[src/design/vrps_pkg.sv]
// Constants for the power-up and strap sequencer
package vrps_pkg;
  localparam int CLK_MHZ = 125;
  localparam int CLK_PERIOD_NS = 8;
  localparam int PG_DELAY_NS = 5000;
  localparam int PG_DELAY_CYC = PG_DELAY_NS / CLK_PERIOD_NS;
  localparam int EN_WAIT_US = 8000;
  localparam int EN_WAIT_CYC = EN_WAIT_US * CLK_MHZ;
  localparam int INIT_CYC_DEF = 64;
  localparam int RAMP_STEP_CYC = 4;
  localparam int NVM_WORDS = 16;
  localparam int NVM_AW = 4;
  localparam logic [7:0] NVM_WORD_RST = 8'h00;
  localparam logic [9:0] VOUT_DEF_CODE = 10'h0A0;
  localparam logic [9:0] VOUT_MIN_TOL = 10'h096;
  localparam logic [9:0] VOUT_LSB_MV = 10'h005;
  localparam logic [9:0] TEMP_OFFSET_C = 10'h028;
  localparam logic [9:0] TEMP_MAX_C = 10'h096;
  localparam logic [9:0] CURRENT_MONITOR_FULL = 10'h3FF;
  localparam logic [3:0] PH_MAX_A = 4'h8;
  localparam logic [3:0] PH_MAX_B = 4'h2;
  localparam logic [1:0] STEP_NORMAL = 2'h2;
  localparam logic [1:0] STEP_QUIET = 2'h1;
  localparam logic [6:0] ADDR_MASK_HI = 7'h40;
  localparam logic WRITE_BIT = 1'b0;
  typedef enum {
    VRPS_OFF, VRPS_LOAD, VRPS_INIT, VRPS_IDLE, VRPS_RAMP, VRPS_RUN
  } vrps_state_t;
endpackage

[src/design/vrps_telemetry.sv]
// Telemetry code formatting for voltage, temperature and current
`timescale 1ns/1ps
`default_nettype none
module vrps_telemetry (
  input wire logic clk_sys,
  input wire logic srst,
  input wire logic [9:0] vout_code,
  input wire logic signed [10:0] temp_c,
  input wire logic [10:0] current_monitor_a_raw,
  input wire logic [10:0] current_monitor_b_raw,
  output logic [9:0] vout_tel,
  output logic [9:0] temp_tel,
  output logic [9:0] current_monitor_a_tel,
  output logic [9:0] current_monitor_b_tel
);
  function automatic logic [9:0] sat10(input logic [10:0] v);
    sat10 = v[10] ? vrps_pkg::CURRENT_MONITOR_FULL : v[9:0];
  endfunction

  wire logic signed [10:0] temp_lo;
  wire logic signed [10:0] temp_hi;
  wire logic [9:0] temp_clamp;
  assign temp_lo = -$signed({1'b0, vrps_pkg::TEMP_OFFSET_C});
  assign temp_hi = $signed({1'b0, vrps_pkg::TEMP_MAX_C});
  // Range -40..150 C, two's complement code, 1 C per count
  assign temp_clamp = (temp_c < temp_lo) ? temp_lo[9:0] :
                      (temp_c > temp_hi) ? temp_hi[9:0] : temp_c[9:0];

  always_ff @(posedge clk_sys) begin
    if (srst) begin
      vout_tel <= 10'h000;
      temp_tel <= 10'h000;
      current_monitor_a_tel <= 10'h000;
      current_monitor_b_tel <= 10'h000;
    end else begin
      vout_tel <= vout_code;
      temp_tel <= temp_clamp;
      current_monitor_a_tel <= sat10(current_monitor_a_raw);
      current_monitor_b_tel <= sat10(current_monitor_b_raw);
    end
  end
endmodule
`default_nettype wire

[src/design/vrps_sequencer.sv]
// Power-up, strap latch and start-up sequencer
// Function
// - Copy stored configuration after memory threshold
// - Initialize with phase drives high impedance
// - Idle after init, ramp when enabled
// - Power good within 5us of tolerance
// - Configuration writes accepted only after init
// - Address strap selects one of sixteen
// - Eight-bit address is address plus write
// - Phase straps latched only during init
// - Pulled-up sense pin x limits rail A phases
// - Both first sense pins high disable rail
// - Noise pin reduces downward voltage step
// - Voltage telemetry 10 bits, 5mV LSB
// - Temperature telemetry 1C LSB, -40..150
// - Current code 1023 at full scale
// - Regulate only with reset done and enable
`timescale 1ns/1ps
`default_nettype none
module vrps_sequencer #(
  parameter int INIT_CYC = vrps_pkg::INIT_CYC_DEF,
  parameter int PG_CYC = vrps_pkg::PG_DELAY_CYC,
  parameter int RAMP_CYC = vrps_pkg::RAMP_STEP_CYC
) (
  input wire logic clk_sys,
  input wire logic srst,
  input wire logic memory_load_threshold,
  input wire logic por_main_ok,
  input wire logic rail_enable_in,
  input wire logic [3:0] addr_strap_code,
  input wire logic [7:0] phase_sense_pos_pin,
  input wire logic rail_a_first_sense_pos,
  input wire logic rail_a_first_sense_neg,
  input wire logic rail_b_first_sense_pos,
  input wire logic rail_b_first_sense_neg,
  input wire logic noise_suppress_enable_pin,
  input wire logic [7:0] nvm_rd_data,
  input wire logic cfg_wr_req,
  input wire logic [3:0] cfg_wr_addr,
  input wire logic [7:0] cfg_wr_data,
  input wire logic [9:0] vout_target,
  input wire logic signed [10:0] temp_c,
  input wire logic [10:0] current_monitor_a_raw,
  input wire logic [10:0] current_monitor_b_raw,
  output logic [3:0] nvm_rd_addr,
  output logic cfg_wr_ack,
  output logic [7:0] cfg_word_0,
  output logic load_done,
  output logic init_done,
  output logic regulate_en,
  output logic [9:0] phase_drive_out,
  output logic [9:0] phase_drive_oe,
  output logic power_good_out,
  output logic [6:0] i2c_addr7,
  output logic [7:0] i2c_addr8w,
  output logic [3:0] max_phase_a,
  output logic [3:0] max_phase_b,
  output logic rail_a_off,
  output logic rail_b_off,
  output logic [1:0] voltage_transition,
  output logic [9:0] vout_code,
  output logic [9:0] vout_tel,
  output logic [9:0] temp_tel,
  output logic [9:0] current_monitor_a_tel,
  output logic [9:0] current_monitor_b_tel
);
  vrps_pkg::vrps_state_t state_reg, state_next;
  logic [7:0] cfg_mem [vrps_pkg::NVM_WORDS];
  logic [3:0] ld_cnt_reg;
  logic [15:0] cnt_reg;
  logic [15:0] pg_cnt_reg;
  logic [3:0] ph_a_reg;
  logic [3:0] ph_b_reg;

  function automatic logic [3:0] phase_limit(input logic [7:0] pins,
                                            input logic [3:0] maxp);
    logic [3:0] lim;
    lim = maxp;
    for (int i = 7; i >= 1; i--) begin
      if (pins[i] && (4'(i - 1) < lim)) begin
        lim = 4'(i - 1);
      end
    end
    phase_limit = lim;
  endfunction

  wire logic in_init = (state_reg == vrps_pkg::VRPS_INIT);
  wire logic after_init = (state_reg == vrps_pkg::VRPS_IDLE) ||
                          (state_reg == vrps_pkg::VRPS_RAMP) ||
                          (state_reg == vrps_pkg::VRPS_RUN);
  wire logic run_ok = por_main_ok && rail_enable_in;
  wire logic ld_last = (ld_cnt_reg == 4'(vrps_pkg::NVM_WORDS - 1));
  wire logic cnt_done = (cnt_reg == 16'(INIT_CYC - 1));
  wire logic ramp_tick = (cnt_reg == 16'(RAMP_CYC - 1));
  wire logic at_target = (vout_code == vrps_pkg::VOUT_DEF_CODE);
  wire logic above_tol = (vout_code >= vrps_pkg::VOUT_MIN_TOL);
  wire logic [6:0] addr7 = vrps_pkg::ADDR_MASK_HI |
                           {1'b0, addr_strap_code[3:2], 2'b00,
                            addr_strap_code[1:0]};
  wire logic [1:0] step = noise_suppress_enable_pin ?
                          vrps_pkg::STEP_QUIET : vrps_pkg::STEP_NORMAL;
  wire logic down = vout_target < vout_code;

  always_comb begin
    state_next = state_reg;
    case (state_reg)
      vrps_pkg::VRPS_OFF: begin
        if (memory_load_threshold) begin
          state_next = vrps_pkg::VRPS_LOAD;
        end
      end
      vrps_pkg::VRPS_LOAD: begin
        if (ld_cnt_reg == 4'(vrps_pkg::NVM_WORDS - 1) && por_main_ok) begin
          state_next = vrps_pkg::VRPS_INIT;
        end
      end
      vrps_pkg::VRPS_INIT: begin
        if (cnt_done) begin
          state_next = vrps_pkg::VRPS_IDLE;
        end
      end
      vrps_pkg::VRPS_IDLE: begin
        if (run_ok && !(rail_a_off && rail_b_off)) begin
          state_next = vrps_pkg::VRPS_RAMP;
        end
      end
      vrps_pkg::VRPS_RAMP: begin
        if (!run_ok) begin
          state_next = vrps_pkg::VRPS_IDLE;
        end else if (at_target) begin
          state_next = vrps_pkg::VRPS_RUN;
        end
      end
      default: begin
        if (!run_ok) begin
          state_next = vrps_pkg::VRPS_IDLE;
        end
      end
    endcase
    if (!memory_load_threshold) begin
      state_next = vrps_pkg::VRPS_OFF;
    end else if (!por_main_ok && after_init) begin
      state_next = vrps_pkg::VRPS_INIT;
    end
  end

  always_ff @(posedge clk_sys) begin
    if (srst) begin
      state_reg <= vrps_pkg::VRPS_OFF;
    end else begin
      state_reg <= state_next;
    end
  end

  always_ff @(posedge clk_sys) begin
    if (srst || state_reg != vrps_pkg::VRPS_LOAD) begin
      ld_cnt_reg <= 4'h0;
    end else if (ld_cnt_reg != 4'(vrps_pkg::NVM_WORDS - 1)) begin
      ld_cnt_reg <= ld_cnt_reg + 4'h1;
    end
  end

  // One read per cycle; read data returns combinationally on nvm_rd_data
  always_ff @(posedge clk_sys) begin
    if (state_reg == vrps_pkg::VRPS_LOAD) begin
      cfg_mem[ld_cnt_reg] <= nvm_rd_data;
    end else if (cfg_wr_req && after_init) begin
      cfg_mem[cfg_wr_addr] <= cfg_wr_data;
    end
  end

  always_ff @(posedge clk_sys) begin
    if (srst) begin
      cnt_reg <= 16'h0000;
    end else if (state_reg != state_next || cnt_done ||
                 ramp_tick && (state_reg == vrps_pkg::VRPS_RAMP ||
                               state_reg == vrps_pkg::VRPS_RUN)) begin
      cnt_reg <= 16'h0000;
    end else begin
      cnt_reg <= cnt_reg + 16'h0001;
    end
  end

  always_ff @(posedge clk_sys) begin
    if (srst) begin
      ph_a_reg <= vrps_pkg::PH_MAX_A;
      ph_b_reg <= vrps_pkg::PH_MAX_B;
      rail_a_off <= 1'b0;
      rail_b_off <= 1'b0;
      i2c_addr7 <= vrps_pkg::ADDR_MASK_HI;
      i2c_addr8w <= {vrps_pkg::ADDR_MASK_HI, vrps_pkg::WRITE_BIT};
    end else if (in_init) begin
      ph_a_reg <= phase_limit(phase_sense_pos_pin,
                              vrps_pkg::PH_MAX_A);
      ph_b_reg <= vrps_pkg::PH_MAX_B;
      rail_a_off <= rail_a_first_sense_pos &&
                    rail_a_first_sense_neg;
      rail_b_off <= rail_b_first_sense_pos &&
                    rail_b_first_sense_neg;
      i2c_addr7 <= addr7;
      i2c_addr8w <= {addr7, vrps_pkg::WRITE_BIT};
    end
  end

  always_ff @(posedge clk_sys) begin
    if (srst) begin
      vout_code <= 10'h000;
      voltage_transition <= 2'h0;
    end else if (state_reg == vrps_pkg::VRPS_RAMP && ramp_tick) begin
      vout_code <= vout_code + 10'h001;
      voltage_transition <= 2'h1;
    end else if (state_reg == vrps_pkg::VRPS_RUN && ramp_tick) begin
      if (down) begin
        vout_code <= (vout_code - vout_target < {8'h00, step}) ?
                     vout_target : vout_code - {8'h00, step};
        voltage_transition <= step;
      end else if (vout_target > vout_code) begin
        vout_code <= vout_code + 10'h001;
        voltage_transition <= 2'h1;
      end else begin
        voltage_transition <= 2'h0;
      end
    end else if (!after_init || state_reg == vrps_pkg::VRPS_IDLE) begin
      vout_code <= 10'h000;
      voltage_transition <= 2'h0;
    end
  end

  always_ff @(posedge clk_sys) begin
    if (srst || !above_tol || !regulate_en) begin
      pg_cnt_reg <= 16'h0000;
      power_good_out <= 1'b0;
    end else if (pg_cnt_reg == 16'(PG_CYC - 2)) begin
      power_good_out <= 1'b1;
    end else begin
      pg_cnt_reg <= pg_cnt_reg + 16'h0001;
    end
  end

  always_ff @(posedge clk_sys) begin
    if (srst) begin
      regulate_en <= 1'b0;
      phase_drive_oe <= 10'h000;
      phase_drive_out <= 10'h000;
      load_done <= 1'b0;
      init_done <= 1'b0;
      cfg_wr_ack <= 1'b0;
      nvm_rd_addr <= 4'h0;
      cfg_word_0 <= vrps_pkg::NVM_WORD_RST;
      max_phase_a <= vrps_pkg::PH_MAX_A;
      max_phase_b <= vrps_pkg::PH_MAX_B;
    end else begin
      regulate_en <= (state_next == vrps_pkg::VRPS_RAMP ||
                      state_next == vrps_pkg::VRPS_RUN);
      phase_drive_oe <= (state_next == vrps_pkg::VRPS_RAMP ||
                         state_next == vrps_pkg::VRPS_RUN) ?
                        10'h3FF : 10'h000;
      phase_drive_out <= 10'h000;
      load_done <= (state_reg != vrps_pkg::VRPS_OFF &&
                    state_reg != vrps_pkg::VRPS_LOAD);
      init_done <= after_init;
      cfg_wr_ack <= cfg_wr_req && after_init;
      // Hold the last word while the load waits for the main supply
      nvm_rd_addr <= (state_next != vrps_pkg::VRPS_LOAD ||
                      state_reg != vrps_pkg::VRPS_LOAD) ? 4'h0 :
                     ld_last ? ld_cnt_reg : ld_cnt_reg + 4'h1;
      cfg_word_0 <= cfg_mem[0];
      max_phase_a <= rail_a_off ? 4'h0 : ph_a_reg;
      max_phase_b <= rail_b_off ? 4'h0 : ph_b_reg;
    end
  end

  vrps_telemetry u_tel (
    .clk_sys(clk_sys),
    .srst(srst),
    .vout_code(vout_code),
    .temp_c(temp_c),
    .current_monitor_a_raw(current_monitor_a_raw),
    .current_monitor_b_raw(current_monitor_b_raw),
    .vout_tel(vout_tel),
    .temp_tel(temp_tel),
    .current_monitor_a_tel(current_monitor_a_tel),
    .current_monitor_b_tel(current_monitor_b_tel)
  );

  chk_init_hiz: assert property (@(posedge clk_sys) disable iff (srst)
    in_init |=> phase_drive_oe == 10'h000)
    else $error("phase drive enabled during init");
  chk_reg_gate: assert property (@(posedge clk_sys) disable iff (srst)
    regulate_en |-> $past(por_main_ok) && $past(rail_enable_in))
    else $error("regulation without enable");
  chk_pg_delay: assert property (@(posedge clk_sys) disable iff (srst)
    (above_tol && regulate_en)[*8] |-> ##[0:700] power_good_out)
    else $error("power good late");
  chk_wr_block: assert property (@(posedge clk_sys) disable iff (srst)
    cfg_wr_ack |-> $past(after_init))
    else $error("config write acked before init");
  chk_strap_hold: assert property (@(posedge clk_sys) disable iff (srst)
    $past(after_init) && after_init |-> $stable(i2c_addr7) &&
    $stable(ph_a_reg))
    else $error("straps changed after init");
  chk_addr_fmt: assert property (@(posedge clk_sys) disable iff (srst)
    i2c_addr8w == {i2c_addr7, 1'b0})
    else $error("8-bit address mismatch");
  chk_early_en: assert property (@(posedge clk_sys) disable iff (srst)
    !after_init |=> !regulate_en)
    else $error("ramp before init end");
  chk_load_first: assert property (@(posedge clk_sys) disable iff (srst)
    state_reg == vrps_pkg::VRPS_LOAD && memory_load_threshold
    |=> state_reg inside {vrps_pkg::VRPS_LOAD, vrps_pkg::VRPS_INIT})
    else $error("load sequence skipped");
endmodule
`default_nettype wire

[config.mk]
export PLATFORM = sky130hd
export DESIGN_NAME = vrps_sequencer
export DESIGN_NICKNAME = d
export VERILOG_FILES = /design/src/design/vrps_pkg.sv /design/src/design/vrps_telemetry.sv /design/src/design/vrps_sequencer.sv
export SDC_FILE = /design/constraint.sdc
export NUM_CORES = 1
export LEC_CHECK = 0
export BUFFER_PORTS_ARGS = -buffer_cell sky130_fd_sc_hd__buf_2
export CAP_MARGIN = 25
export CORE_UTILIZATION = 53
export CTS_CLUSTER_DIAMETER = 60
export DETAILED_ROUTE_END_ITERATION = 8
export HOLD_SLACK_MARGIN = 0.06
export PLACE_DENSITY = 0.77
export SYNTH_ARGS = -nofsm -noshare
export SYNTH_HDL_FRONTEND = slang
export SYNTH_HIERARCHICAL = 1
export SYNTH_SLANG_ARGS = --single-unit
[constraint.sdc]
create_clock -name clk_sys -period 4.27 [get_ports clk_sys]
set_clock_uncertainty 0.2 [all_clocks]
set_input_delay 0.427 -clock clk_sys [delete_from_list [all_inputs] [get_ports clk_sys]]
set_output_delay 0.427 -clock clk_sys [all_outputs]
set_load 0.02 [all_outputs]
# == Yosys cells after proc, flatten, opt, wreduce, memory -nomap -nowiden ==
# Memory sizes are Yosys's and may differ from the RTL's. A register that Yosys moved wholly into a read port is not among the register bits.
# Cells that the tools add are included.
# classes
addsub,6
order_cmp,12
n_eq_ne,21
n_mux,56
reduce_logical,46
# ops
op,count
two-way mux 32 bit,8
case mux 32 bit (5 select lines),1
equality test 32 x 4 -> 1 bit (second input constant),4
two-way mux 10 bit,11
equality test 32 x 2 -> 1 bit (second input constant),3
equality test 32 x 3 -> 1 bit (second input constant),3
two-way mux 4 bit,22
inequality test 32 x 2 -> 1 bit (second input constant),2
adder 16 x 1 -> 16 bit (second input constant),2
equality test 32 x 1 -> 1 bit (second input constant),1
logical NOT 32 bit,1
inequality test 32 bit,1
nonzero test 32 bit,1
logical AND 1 bit,18
equality test 16 x 10 -> 1 bit (second input constant),1
equality test 16 x 2 -> 1 bit (second input constant),1
equality test 16 x 6 -> 1 bit (second input constant),1
greater-than comparator 11 x 9 -> 1 bit (second input constant),1
logical OR 1 bit,11
< comparator 11 x 7 -> 1 bit (second input constant),1
adder 10 x 1 -> 10 bit (second input constant),1
equality test 10 x 8 -> 1 bit (second input constant),1
>= comparator 10 x 8 -> 1 bit (second input constant),1
greater-than comparator 10 bit,1
21 further kinds,43
# word_totals
regBits,154
mem_bits_rw,128
inputBits,86
out_inout_bits,114
wordCells,169
n_memories,1
# mem_list
name,depth,width,read_ports,rd_ports_with_merged_regs,wr,line_no,source
cfg_mem,16,8,1,1,1,vrps_sequencer.sv:68,logic [7:0] cfg_mem [vrps_pkg::NVM_WORDS];

# == Depth between registers and ports, before layout ==
# Gate-level depths: netlist of run 1.
# depth
depth_word,31
ltp_mapped,13
ltp_nobuf,12

# == Modules after synthesis ==
# Netlist of run 1, hierarchy kept.
# by_module_without_submodules
mod,n_inst,cells_per_inst,area_per_inst_um2,seq_area_each_um2
vrps_sequencer,1,715,6138.4,2482.4
vrps_telemetry,1,126,1248.7,800.8

# == Least setup slack after synthesis of run 1 ==
# No wires, ideal clock.
# synth_path
path_kind,reg2reg
startpoint,register vout_code[0]
endpoint,register vout_code[5]
setup_ns,0.071
arrival_ns,3.635
required_time_ns,3.999
setup_slack_ns,0.365
path_stages_with_launch,13
n_path_buf,0
period_less_slack_ns,3.905
cell_sequence,dfxtp_1 > inv_1 > ha_1 > inv_1 > fa_1 > ha_1 > a21oi_1 > o311ai_0 > or4_4 > nor4_4 > mux2_2 > a2111oi_2 > o2bb2ai_1
# synth_via
elab_chain_cells,6
word_cells_on_any_way,13
classes_between,add/sub: 3; order compare: 3; eq/ne: 1; mux: 5; reduce/logical: 1
# synth_rtl
item,line_no,source
from (decl),vrps_sequencer.sv:61,"output logic [9:0] vout_code,"
from (signal assigned),vrps_sequencer.sv:210,vout_code <= vout_code + 10'h001;
from (signal assigned),vrps_sequencer.sv:214,"vout_code <= (vout_code - vout_target < {8'h00, step}) ?"
from (signal assigned),vrps_sequencer.sv:218,vout_code <= vout_code + 10'h001;
subtractor 10 bit,vrps_sequencer.sv:214,
< comparator 10 x 2 -> 1 bit,vrps_sequencer.sv:214,
two-way mux 10 bit,vrps_sequencer.sv:214,
two-way mux 10 bit,vrps_sequencer.sv:213,if (down) begin
two-way mux 10 bit,vrps_sequencer.sv:212,end else if (state_reg == vrps_pkg::VRPS_RUN && ramp_tick) begin
two-way mux 10 bit,vrps_sequencer.sv:209,end else if (state_reg == vrps_pkg::VRPS_RAMP && ramp_tick) begin
# Parallel ways exist; a longest one is shown, timed or not. The select of a mux whose other input is x is not followed.
# A chain may end at the register's enable or synchronous reset.

# == Final worst setup path of run 1 ==
# Ends and elaborated chain as after synthesis.

==> flow_summary.rst, run 1 <==
.. list-table::
   :header-rows: 1

   * - Metric
     - Value
   * - Post-route cell area
     - 0.009131 mm²
   * - Clock latency on the worst-skew pair
     - 430 ps
   * - Final-layout setup total negative slack
     - 0 ps
   * - Synth Area per Inst
     - 8.784 µm²
   * - Total number of vias
     - 6,370
   * - PD cells
     - 357.0 mW/mm²
   * - Worst min-delay path class
     - input pin to flip-flop
   * - Vias in the first global route
     - 5,852
   * - GR Util All Layers
     - 23.97%
   * - Clk pwr share
     - 44.9%
   * - Ports placed on the boundary
     - 200
   * - Die Area
     - 0.01441 mm²
   * - Number of detailed-route iterations in the first pass
     - 5
   * - Number of buffers inserted by port buffering
     - 178
   * - Instance area at placement
     - 0.008263 mm²
   * - Met1 Usage GRT
     - 29.14%
   * - Buffers inserted during post-CTS setup optimization
     - 0
   * - Area Growth Syn to Fin
     - 23.61%
   * - Critical hold path startpoint
     - rail_a_first_sense_pos
   * - Worst slew slack as a fraction of its limit
     - 38.27%
   * - Number of flip-flops under the largest register name
     - 32
   * - Met2 Usage GRT
     - 40.63%
   * - Sequential fraction of design power
     - 47.3%
   * - Yosys warnings
     - 6
   * - Clock tree from TritonCTS
     - built
   * - Routed wire length per instance
     - 14.10 µm
   * - Status
     - finished, final reports clean
   * - Detailed Route WL
     - 17,140 µm
   * - Post-layout power
     - 0.003260 W
   * - Sum of overflow across all layers after global routing
     - 0
   * - Commonest non-fill, non-tap cell in the layout
     - sky130_fd_sc_hd__buf_2
   * - Number of DRC markers after the initial detailed-route iteration
     - 285
   * - Switching part of the total power
     - 23.30%
   * - Cell internal power dissipation
     - 0.002500 W
   * - Number of rows in the core area
     - 42
   * - Commonest cells after routing, fill and taps aside
     - 178 x sky130_fd_sc_hd__buf_2, 152 x sky130_fd_sc_hd__dfxtp_1, 136 x sky130_fd_sc_hd__nor2_1
   * - Most used flip-flop cell after synthesis
     - sky130_fd_sc_hd__dfxtp_1
   * - Final-layout worst hold slack
     - 77.13 ps
   * - Root buffer cell
     - sky130_fd_sc_hd__clkbuf_16
   * - Final critical path time including I/O delays and setup
     - 3988 ps
   * - Pin slew with the least headroom to its limit
     - 925.9 ps
   * - Number of remaining DRC errors
     - 0
   * - Net switching component of the power
     - 0.0007594 W
   * - Final Max Tran Viols
     - 0
   * - Num CTS Buffers
     - 17
   * - Clock Pin Slew Worst Setup and Hold Paths
     - 60 ps
   * - Area of the mapped netlist
     - 0.007387 mm²
   * - Highest Clock Rate
     - 250.8 MHz
   * - Post-synthesis sequential area ratio
     - 44.44%
   * - Filler instances
     - 1,065
   * - Number of enable flip-flop cells after synthesis
     - 8
   * - Count of endpoints failing hold in the final timing report
     - 0
   * - Clk sinks
     - 160
   * - Via density per instance
     - 5.238
   * - Antenna-violating nets left
     - 0
   * - Yosys reg bits
     - 160
   * - Vert. Die Dim
     - 120.1 µm
   * - Number of diodes added for antenna fixing
     - 0
   * - Peak VDD IR
     - 0.0002830 V
   * - Initial Utilization
     - 55.13%
   * - CP arrival
     - 4140 ps
   * - Number of unique standard cell types used by synthesis
     - 75
   * - Hold buffer count at cts
     - 28
   * - Core Area
     - 0.01340 mm²
   * - Global routing's busiest layer
     - met2
   * - Number of cells upsized or downsized after cts
     - 0
   * - Critical path type
     - flip-flop to flip-flop
   * - Worst reg2reg path startpoint
     - vout_code[0]
   * - Max Fanout on Critical Path
     - 6
   * - Async S/R FF share, synth
     - 0%
   * - Share of layout cells above drive strength 1
     - 23.37%
   * - Detailed placement HPWL
     - 11,910 µm
   * - Gate count after technology mapping
     - 841
   * - Crit. End Element
     - flip-flop
   * - Required time at the worst-slack endpoint
     - 4420 ps
   * - Number of H-tree levels
     - 4
   * - Die Wd
     - 120.1 µm
   * - Worst setup path start
     - vout_code[0]
   * - Final setup violation count
     - 0
   * - Max capacitance violation total
     - 0
   * - Global-route wire length before repair
     - 27,520 µm
   * - Antenna violations before repair
     - 0
   * - Comb power frac
     - 7.7%
   * - GPL Wtd Cong
     - 0.8912
   * - Portion of the clock cycle consumed by the worst path in the final layout
     - 93.39%
   * - Unrepaired setup endpoints after global routing
     - false
   * - Met3 Resource Use GR
     - 5.466%
   * - Final nets
     - 1,134
   * - Largest net degree at the start of global routing
     - 45
   * - Maximum number of buffers from clock root to sink
     - 2
   * - Leak pwr
     - 3.965 nW
   * - Launching element type of the critical path
     - flip-flop
## layer usage
layer / wire [µm] / vias up
met5: 0 / -
met4: 331 / 0
met3: 1022 / 25
met2: 8209 / 209
met1: 7577 / 2931
li1: - / 3205
## stage by stage
step	utilization [%]	worst slack [ps]	instances
after floorplan	-	364.7	859
after global placement	61.66	416.1	1155
after detailed placement	61.66	278.4	1155
after CTS	68.09	286.6	1215
after global routing	68.14	63.03	1216
final	68.14	282.0	1216
## cell usage after synthesis (8+ instances only)
master / count / area share (%)
sky130_fd_sc_hd__dfxtp_1: 152 / 41
sky130_fd_sc_hd__nor2_1: 136 / 6.9
sky130_fd_sc_hd__nand2_1: 50 / 2.5
sky130_fd_sc_hd__a21oi_1: 38 / 2.6
sky130_fd_sc_hd__and2_1: 36 / 3.0
sky130_fd_sc_hd__buf_4: 34 / 3.5
sky130_fd_sc_hd__nand3_1: 30 / 2.0
sky130_fd_sc_hd__clkbuf_1: 29 / 1.5
sky130_fd_sc_hd__inv_1: 28 / 1.4
sky130_fd_sc_hd__nor2b_1: 27 / 2.3
sky130_fd_sc_hd__xnor2_1: 25 / 3.0
sky130_fd_sc_hd__ha_1: 19 / 3.2
sky130_fd_sc_hd__nor3_1: 19 / 1.3
sky130_fd_sc_hd__o21ai_0: 19 / 1.3
sky130_fd_sc_hd__nor4_1: 17 / 1.4
sky130_fd_sc_hd__xor2_1: 17 / 2.0
sky130_fd_sc_hd__and3_1: 9 / 0.76
sky130_fd_sc_hd__nand2b_1: 9 / 0.76
sky130_fd_sc_hd__edfxtp_1: 8 / 3.3
sky130_fd_sc_hd__mux2_1: 8 / 1.2
sky130_fd_sc_hd__mux2i_1: 8 / 1.1
sky130_fd_sc_hd__nand4_1: 8 / 0.68
sky130_fd_sc_hd__o22ai_1: 8 / 0.68
## kinds of logic after synthesis
group | count (synthesis) | synth area share (%)
multiplexers | 17 | 2.456
XOR/XNOR | 42 | 4.980
AO/OA/AOI/OAI | 128 | 11.67
buffers and inverters | 100 | 6.893
AND/OR/NAND/NOR | 371 | 25.69
other | 2 | 0.1017
adder cells (fa/ha/maj) | 21 | 3.760
flip-flops | 160 | 44.44
## power by group through the flow
stage	clock network [W]	logic [W]	registers, W
global placement	0	0.000226	0.00157
global route	0.00157	0.000275	0.00154
floorplan	0	0.000128	0.00160
finish	0.00147	0.000253	0.00154
CTS	0.00149	0.000250	0.00154
detailed placement	0	0.000230	0.00158
## cell type report
cell class | count | area [µm²] | share of cell area [%]
clock buffer | 21 | 480.5 | 5.262
clock inverter | 11 | 100.1 | 1.096
inverter | 29 | 108.9 | 1.192
multi-input combinational | 599 | 3662 | 40.11
sequential | 160 | 3283 | 35.96
tap | 176 | 220.2 | 2.412
timing repair buffer | 220 | 1276 | 13.98
## worst max-delay path: stages, from the launching register on
cell	delay, ps
sky130_fd_sc_hd__dfxtp_1	430
sky130_fd_sc_hd__inv_1	170
sky130_fd_sc_hd__ha_1	240
sky130_fd_sc_hd__inv_1	70
sky130_fd_sc_hd__fa_1	410
sky130_fd_sc_hd__ha_1	280
sky130_fd_sc_hd__a21oi_1	130
sky130_fd_sc_hd__o311ai_0	140
sky130_fd_sc_hd__or4_4	530
sky130_fd_sc_hd__nor4_4	390
sky130_fd_sc_hd__mux2_2	400
sky130_fd_sc_hd__a2111oi_2	390
sky130_fd_sc_hd__o2bb2ai_1	150
## final timing paths
check | depth (start not counted) | slack [ps] | to
hold reg to reg | 1 | 230 | max_phase_b[1]
setup / recovery | 12 | 280 | vout_code[5]
setup reg to reg | 12 | 280 | vout_code[5]
hold / removal | 3 | 80 | rail_a_off
No activity file was read; power rests on OpenSTA's default activity.
==> run 2, diff against run 1 <==
Clock period 4.27 ns to 4.1 ns, I/O delays scaled along.
==> run 2 against run 1 <==
Register-to-register slack about the same. Non-clock buffer count is 12 higher. Worst setup slack worse by 6.8 ps. Power up 3.3%. Flip-flop and latch count unchanged.
==> flow_summary.rst, run 2 (synthesis results as in run 1) <==
.. list-table::
   :header-rows: 1

   * - Metric
     - Value
   * - Status
     - finished, final reports clean
   * - Initial Utilization
     - 55.13% (unchanged)
   * - Antenna violations before repair
     - 0 (unchanged)
   * - Clock Pin Slew Worst Setup and Hold Paths
     - 60 ps (about the same)
   * - Number of rows in the core area
     - 42 (unchanged)
   * - Final nets
     - 1,146 (+1.1%)
   * - Clock latency on the worst-skew pair
     - 430 ps (about the same)
   * - Number of placed cells counting well taps
     - 1,160 (+0.43%)
   * - Number of diodes added for antenna fixing
     - 0 (unchanged)
   * - Hold buffer count at cts
     - 36 (+29%)
   * - Footprint of the multi-input gates
     - 0.003662 mm² (unchanged)
   * - Number of remaining DRC errors
     - 0 (unchanged)
   * - Detailed placement HPWL
     - 11,800 µm (-0.99%)
   * - Launching element type of the critical path
     - flip-flop
   * - GR Util All Layers
     - 24.63% (+0.65 points)
   * - M1 wire length
     - 7564 µm (-0.17%)
   * - R2r setup slk
     - 280 ps (about the same)
   * - Filler instances
     - 1,067 (+0.19%)
   * - Final Max Tran Viols
     - 0 (unchanged)
   * - Worst reg2reg path startpoint
     - vout_code[0]
   * - Clk sinks
     - 160 (unchanged)
   * - Register area
     - 0.003283 mm² (unchanged)
   * - Endpoint of the worst hold-timing path
     - cfg_mem[0][4]
   * - Crit. End Element
     - flip-flop
   * - Sum of overflow across all layers after global routing
     - 0 (unchanged)
   * - Commonest non-fill, non-tap cell in the layout
     - sky130_fd_sc_hd__buf_2
   * - Number of detailed-route iterations in the first pass
     - 5 (unchanged)
   * - Number of H-tree levels
     - 4 (unchanged)
   * - Maximum number of buffers from clock root to sink
     - 2 (unchanged)
   * - Number of DRC markers after the initial detailed-route iteration
     - 409 (+44%)
   * - Ports placed on the boundary
     - 200 (unchanged)
   * - Number of instances on the worst hold path
     - 2 (-1)
   * - Routed wire length per instance
     - 14.18 µm (+0.61%)
   * - Peak per-stage delay on the critical path
     - 520 ps (about the same)
   * - Highest signal layer in the routed design
     - met4
   * - Vias in the first global route
     - 6,017 (+2.8%)
   * - Reg2reg end
     - vout_code[5]
   * - Die Wd
     - 120.1 µm (unchanged)
   * - Vert. Die Dim
     - 120.1 µm (unchanged)
   * - Detailed Route WL
     - 17,390 µm (+1.4%)
   * - Leak pwr
     - 3.993 nW (+0.71%)
   * - Worst slew slack as a fraction of its limit
     - 43.82% (+5.5 points)
   * - Required time at the worst-slack endpoint
     - 4260 ps (-160 ps)
   * - Critical hold path startpoint
     - cfg_wr_data[4]
   * - Unrepaired setup endpoints after global routing
     - false
   * - GPL Wtd Cong
     - 0.8907 (about the same)
   * - Max capacitance violation total
     - 0 (unchanged)
   * - Cell-by-cell trace of the critical path
     - inv_1 > ha_1 > inv_1 > fa_1 > ha_1 > a21oi_1 > o311ai_0 > or4_4 > nor4_4 > mux2_2 > a2111oi_2 > o2bb2ai_1
   * - Area Growth Syn to Fin
     - 24.75%
   * - Core Area
     - 0.01340 mm² (unchanged)
   * - Count of endpoints failing hold in the final timing report
     - 0 (unchanged)
   * - Global-route wire length before repair
     - 28,390 µm (+3.2%)
   * - Number of cells upsized or downsized after cts
     - 0 (unchanged)
   * - Number of flip-flops under the largest register name
     - 32 (unchanged)
   * - Final critical path time including I/O delays and setup
     - 3825 ps (-163.2 ps)
   * - Max Fanout on Critical Path
     - 5 (-1)
   * - Number of buffers inserted by port buffering
     - 178 (unchanged)
   * - Via density per instance
     - 5.276 (+0.71%)
   * - Num CTS Buffers
     - 17 (unchanged)
   * - Commonest cells after routing, fill and taps aside
     - 178 x sky130_fd_sc_hd__buf_2, 152 x sky130_fd_sc_hd__dfxtp_1, 136 x sky130_fd_sc_hd__nor2_1
   * - Portion of the clock cycle consumed by the worst path in the final layout
     - 93.29% (-0.11 points)
   * - Antenna-violating nets left
     - 0 (unchanged)
   * - Largest net degree at the start of global routing
     - 31 (-31%)
   * - Count of placed standard cells in the final layout, fillers left out
     - 1,226 (+0.82%)
   * - Worst min-delay path class
     - input pin to flip-flop
   * - Peak VDD IR
     - 0.0003074 V (+8.6%)
   * - Met3 wire length
     - 1200 µm (+17%)
   * - Highest Clock Rate
     - 261.5 MHz (+4.3%)
   * - Share of layout cells above drive strength 1
     - 22.95% (-0.41 points)
   * - Clock tree from TritonCTS
     - built
   * - Die Area
     - 0.01441 mm² (unchanged)
   * - Pin slew with the least headroom to its limit
     - 836.3 ps (-89.65 ps)
   * - Final-layout setup total negative slack
     - 0 ps (unchanged)
   * - Final setup violation count
     - 0 (unchanged)
   * - Sum of met2 wire segment lengths after detailed routing
     - 8331 µm (+1.5%)
   * - Count of cells along the worst register-to-register path
     - 12 (unchanged)
   * - Critical path type
     - flip-flop to flip-flop
   * - Buffers inserted during post-CTS setup optimization
     - 0 (unchanged)
   * - Root buffer cell
     - sky130_fd_sc_hd__clkbuf_16
   * - Total number of vias
     - 6,468 (+1.5%)
   * - PD cells
     - 365.6 mW/mm² (+2.4%)
   * - CP arrival
     - 3980 ps (-160 ps)
   * - Max stage delay cell, worst path
     - sky130_fd_sc_hd__or4_4
[run 2: worst max-delay path by stage]
stage / startpoint / end
floorplan: vout_code[0] / vout_code[5]
global placement: vout_target[0] / vout_code[5]
detailed placement: vout_target[0] / vout_code[5]
CTS: vout_code[0] / vout_code[5]
global route: vout_code[0] / vout_code[5]
finish: vout_code[0] / vout_code[5]
[run 2: per-layer routing]
layer	vias up	track usage, %
met4	0	8.672
met3	24	5.513
met5	-	0
li1	3224	-
met1	2977	29.90
met2	243	42.53
[run 2: critical path: cells and delay by family (launching register included)]
kind                       cells  cell delay [ps]
AOI/OAI and AO/OA              4              780
and+or+nand+nor                2              910
muxes                          1              390
DFF                            1              310
adders and majority gates      3              930
buffers and inverters          2              220
[run 2: area by class of cell]
| class | instances | area share, % |
|---|---|---|
| clock buffers | 23 | 5.200 |
| clock inverters | 7 | 0.8147 |
| inverters | 29 | 1.181 |
| multi-input cells | 599 | 39.74 |
| flip-flops and latches | 160 | 35.63 |
| well taps | 176 | 2.390 |
| repair buffers | 232 | 15.04 |
[run 2: per-stage QoR]
stage	power [W]	worst slack (ps)	area, µm²	hold slack (ps)	util [%]
floorplan	0.001802	194.7	7455	220.5	-
global placement	0.001876	282.0	8293	204.7	61.89
detailed placement	0.001880	215.1	8300	227.0	61.94
CTS	0.003389	262.4	9215	62.80	68.77
global route	0.003499	20.00	9215	64.92	68.77
finish	0.003369	275.3	9215	68.39	68.77
[run 2: where the power goes]
| part | internal [W] | total (W) | leakage (nW) | switching (W) |
|---|---|---|---|---|
| combinational | 0.000110 | 0.000270 | 2.41 | 0.000160 |
| sequential | 0.00160 | 0.00161 | 1.31 | 0.0000101 |
| clock | 0.000885 | 0.00149 | 0.273 | 0.000608 |
| total | 0.00259 | 0.00337 | 3.99 | 0.000778 |
==> run 3, diff against run 2 <==
Settings changed: ABC_AREA set to 1, CORE_UTILIZATION 53 to 54, PLACE_DENSITY 0.77 to 0.78.
==> run 3 against run 2 <==
Clock power is 3% higher. Power rose by 12%. Die area is 7.4% higher. Cell count rose by 20%. Count of clock-buffer cells in the layout decreased by 2. Combinational power up 120%. Critical path type unchanged. Register-to-register slack gained 550 ps. Critical endpoint is now vout_code[6].
==> flow_summary.rst, run 3 <==
.. list-table::
   :header-rows: 1

   * - Metric
     - Value
   * - Post-synthesis adder-cell area fraction
     - 3.433% (-0.33 points)
   * - Number of cells upsized or downsized after cts
     - 0 (unchanged)
   * - Number of DRC markers after the initial detailed-route iteration
     - 505 (+23%)
   * - Count of cells along the worst register-to-register path
     - 11 (-1)
   * - Pin slew with the least headroom to its limit
     - 876.0 ps (+39.75 ps)
   * - Launching element type of the critical path
     - flip-flop
   * - Footprint of the multi-input gates
     - 0.003955 mm² (+8.0%)
   * - Most used flip-flop cell after synthesis
     - sky130_fd_sc_hd__dfxtp_1
   * - Most numerous cell in the Yosys netlist
     - sky130_fd_sc_hd__nor2_1
   * - Number of remaining DRC errors
     - 0 (unchanged)
   * - Final nets
     - 1,382 (+21%)
   * - Share of layout cells above drive strength 1
     - 21.56% (-1.4 points)
   * - Clock latency on the worst-skew pair
     - 430 ps (about the same)
   * - Ports placed on the boundary
     - 200 (unchanged)
   * - Global-route wire length before repair
     - 32,950 µm (+16%)
   * - Leading post-synthesis cells by cell area
     - sky130_fd_sc_hd__dfxtp_1 38%, sky130_fd_sc_hd__nor2_1 9.8%, sky130_fd_sc_hd__nand2_1 6.6%
   * - Sum of overflow across all layers after global routing
     - 0 (unchanged)
   * - List of most frequent post-synthesis cells
     - 212 x sky130_fd_sc_hd__nor2_1, 152 x sky130_fd_sc_hd__dfxtp_1, 142 x sky130_fd_sc_hd__nand2_1
   * - Area fraction of the dominant cell type after synthesis
     - 37.61% (-3.6 points)
   * - Antenna-violating nets left
     - 0 (unchanged)
   * - Number of detailed-route iterations in the first pass
     - 5 (unchanged)
   * - Number of unique standard cell types used by synthesis
     - 50 (-33%)
   * - Status
     - finished, final reports clean
   * - Max capacitance violation total
     - 0 (unchanged)
   * - Portion of netlist area occupied by mux cells
     - 1.253% (-1.2 points)
   * - GR Util All Layers
     - 25.96% (+1.3 points)
   * - Worst reg2reg path startpoint
     - vout_code[0]
   * - Filler instances
     - 1,178 (+10%)
   * - Yosys warnings
     - 6 (unchanged)
   * - Number of enable flip-flop cells after synthesis
     - 8 (unchanged)
   * - Root buffer cell
     - sky130_fd_sc_hd__clkbuf_16
   * - Number of flip-flops under the largest register name
     - 32 (unchanged)
   * - Final-layout setup total negative slack
     - 0 ps (unchanged)
   * - Worst slew slack as a fraction of its limit
     - 41.60% (-2.2 points)
   * - Yosys reg bits
     - 160 (unchanged)
   * - Detailed placement HPWL
     - 13,500 µm (+14%)
   * - Gate count after technology mapping
     - 1,085 (+29%)
   * - Area of the mapped netlist
     - 0.008092 mm² (+9.5%)
   * - Crit. End Element
     - flip-flop
   * - Number of instances on the worst hold path
     - 3 (+1)
   * - Required time at the worst-slack endpoint
     - 4210 ps (-50 ps)
   * - Library cell occupying the most area in the post-synthesis netlist
     - sky130_fd_sc_hd__dfxtp_1
   * - CP arrival
     - 3380 ps (-600 ps)
   * - Reg2reg end
     - vout_code[6]
   * - Parity-gate share of the synthesized area counting xor and xnor cells
     - 4.438% (-0.54 points)
   * - Initial Utilization
     - 55.46% (+0.34 points)
   * - Compound-cell area share of the yosys netlist
     - 8.938% (-2.7 points)
   * - Antenna violations before repair
     - 0 (unchanged)
   * - Worst min-delay path class
     - input pin to flip-flop
   * - Register area
     - 0.003283 mm² (unchanged)
   * - Die Area
     - 0.01548 mm² (+7.4%)
   * - Clock Pin Slew Worst Setup and Hold Paths
     - 60 ps (about the same)
   * - Largest family of logic cells by synthesized area
     - simple AND/OR/NAND/NOR gates
   * - Async S/R FF share, synth
     - 0% (unchanged)
   * - Synth Area per Inst
     - 7.458 µm² (-15%)
   * - Detailed Route WL
     - 19,500 µm (+12%)
   * - Post-synthesis sequential area ratio
     - 40.58% (-3.9 points)
   * - Peak VDD IR
     - 0.0002780 V (-9.6%)
   * - Die Wd
     - 124.4 µm (+3.6%)
   * - Routed wire length per instance
     - 13.28 µm (-6.4%)
   * - Endpoint of the worst hold-timing path
     - u_tel/temp_tel[6]
   * - Highest Clock Rate
     - 305.8 MHz (+17%)
   * - Max Fanout on Critical Path
     - 18 (+13)
   * - Core Area
     - 0.01459 mm² (+8.9%)
   * - Maximum number of buffers from clock root to sink
     - 2 (unchanged)
   * - Number of H-tree levels
     - 4 (unchanged)
   * - Number of rows in the core area
     - 44 (+4.8%)
   * - Via density per instance
     - 5.100 (-3.3%)
   * - Critical hold path startpoint
     - temp_c[6]
   * - Final Max Tran Viols
     - 0 (unchanged)
   * - Number of buffers inserted by port buffering
     - 178 (unchanged)
   * - Final critical path time including I/O delays and setup
     - 3271 ps (-554.1 ps)
   * - Clk sinks
     - 160 (unchanged)
   * - GPL Wtd Cong
     - 0.8931 (+0.27%)
   * - Final setup violation count
     - 0 (unchanged)
   * - Clock tree from TritonCTS
     - built
   * - Total number of vias
     - 7,492 (+16%)
   * - PD cells
     - 384.6 mW/mm² (+5.2%)
   * - Num CTS Buffers
     - 17 (unchanged)
   * - Leak pwr
     - 4.674 nW (+17%)
   * - Vias in the first global route
     - 7,171 (+19%)
   * - R2r setup slk
     - 830 ps (+550 ps)
   * - Final-layout worst hold slack
     - 80.85 ps (+12.46 ps)
   * - Area Growth Syn to Fin
     - 21.42%
   * - Simple-Gate Fraction of Synth Area
     - 29.89% (+4.2 points)
   * - Critical path type
     - flip-flop to flip-flop
   * - Number of diodes added for antenna fixing
     - 0 (unchanged)
   * - Largest net degree at the start of global routing
     - 86 (+180%)
   * - Commonest cells after routing, fill and taps aside
     - 212 x sky130_fd_sc_hd__nor2_1, 178 x sky130_fd_sc_hd__buf_2, 152 x sky130_fd_sc_hd__dfxtp_1
   * - Portion of the clock cycle consumed by the worst path in the final layout
     - 79.77% (-14 points)
   * - Commonest non-fill, non-tap cell in the layout
     - sky130_fd_sc_hd__nor2_1
   * - Vert. Die Dim
     - 124.4 µm (+3.6%)
   * - Unrepaired setup endpoints after global routing
     - false
   * - Count of endpoints failing hold in the final timing report
     - 0 (unchanged)
## run 3: cell types whose count changed after synthesis, moves of 16 or more
cell / delta
sky130_fd_sc_hd__nand4_1: +18
sky130_fd_sc_hd__xor2_1: +16
sky130_fd_sc_hd__and2_1: -34
sky130_fd_sc_hd__a21oi_1: +25
sky130_fd_sc_hd__nor2b_1: -27
sky130_fd_sc_hd__inv_1: +102
sky130_fd_sc_hd__nand3_1: +36
sky130_fd_sc_hd__nor2_1: +76
sky130_fd_sc_hd__nand2_1: +92
sky130_fd_sc_hd__xnor2_1: -17
sky130_fd_sc_hd__nor2_4: +22
## run 3: cells by family (layout without fill, tap and decap cells)
logic type               after synthesis  count (layout)
AND/OR/NAND/NOR                      518             518
adder cells (fa/ha/maj)               21              21
flip-flops                           160             160
buffers and inverters                202             384
multiplexers                           9               9
other                                  2              20
AO/OA/AOI/OAI                        132             132
XOR/XNOR                              41              41
## run 3: stage by stage
stage          setup slack, ps  instance area (µm²)  power, W  utilization [%]  cells
6_report                 829.4                 9824  0.003778            67.34   1469
5_1_grt                  510.5                 9824  0.003937            67.34   1469
4_1_cts                  905.7                 9824  0.003803            67.34   1469
3_5_place_dp             917.2                 8945  0.002251            61.31   1409
3_3_place_gp             985.8                 8945  0.002241            61.31   1409
2_1_floorplan             1296                 8159  0.002119                -   1103
## run 3: critical path, stage by stage (launching register included)
cell and delay, ps:
sky130_fd_sc_hd__dfxtp_1 510, sky130_fd_sc_hd__inv_1 180, sky130_fd_sc_hd__ha_1 210, sky130_fd_sc_hd__inv_1 80, sky130_fd_sc_hd__fa_1 440, sky130_fd_sc_hd__ha_1 300
sky130_fd_sc_hd__a21oi_1 290, sky130_fd_sc_hd__nand4_2 460, sky130_fd_sc_hd__nand2_1 190, sky130_fd_sc_hd__nand2_1 70, sky130_fd_sc_hd__o21ai_1 150, sky130_fd_sc_hd__a21oi_1 80
## run 3: layout make-up
type | count | area share [%]
Sequential cell | 160 | 33.42
Clock inverter | 8 | 1.108
Tap cell | 184 | 2.343
Multi-Input combinational cell | 741 | 40.26
Timing Repair Buffer | 219 | 12.99
Inverter | 136 | 5.196
Clock buffer | 21 | 4.687
## run 3: worst max-delay path by stage
| stage | startpoint | end | depth (start not counted) |
|---|---|---|---|
| 2_1_floorplan | vout_code[0] | vout_code[8] | 12 |
| 6_report | vout_code[0] | vout_code[6] | 11 |
| 3_3_place_gp | vout_code[0] | vout_code[4] | 15 |
| 3_5_place_dp | vout_code[0] | vout_code[6] | 11 |
| 5_1_grt | vout_code[0] | vout_code[4] | 15 |
| 4_1_cts | vout_code[0] | vout_code[6] | 15 |
## run 3: routing by layer
| metal | wire length [µm] | vias to the layer above | global-route usage [%] |
|---|---|---|---|
| li1 | - | 3804 | - |
| met1 | 8397 | 3372 | 31.40 |
| met2 | 9326 | 268 | 43.94 |
| met3 | 1129 | 48 | 5.412 |
| met4 | 651 | 0 | 12.12 |
| met5 | 0 | - | 0 |
## run 3: report_power, final
part	leakage (nW)	internal (W)	switching [W]	total, W
Combinational	3.10	0.000207	0.000379	0.000586
Clock	0.268	0.000921	0.000610	0.00153
Sequential	1.31	0.00163	0.0000321	0.00166
## run 3: what timing repair did
item	in CTS	in global routing
hold buffers	31	0
setup buffers	0	0
endpoints found under the hold margin	31	0
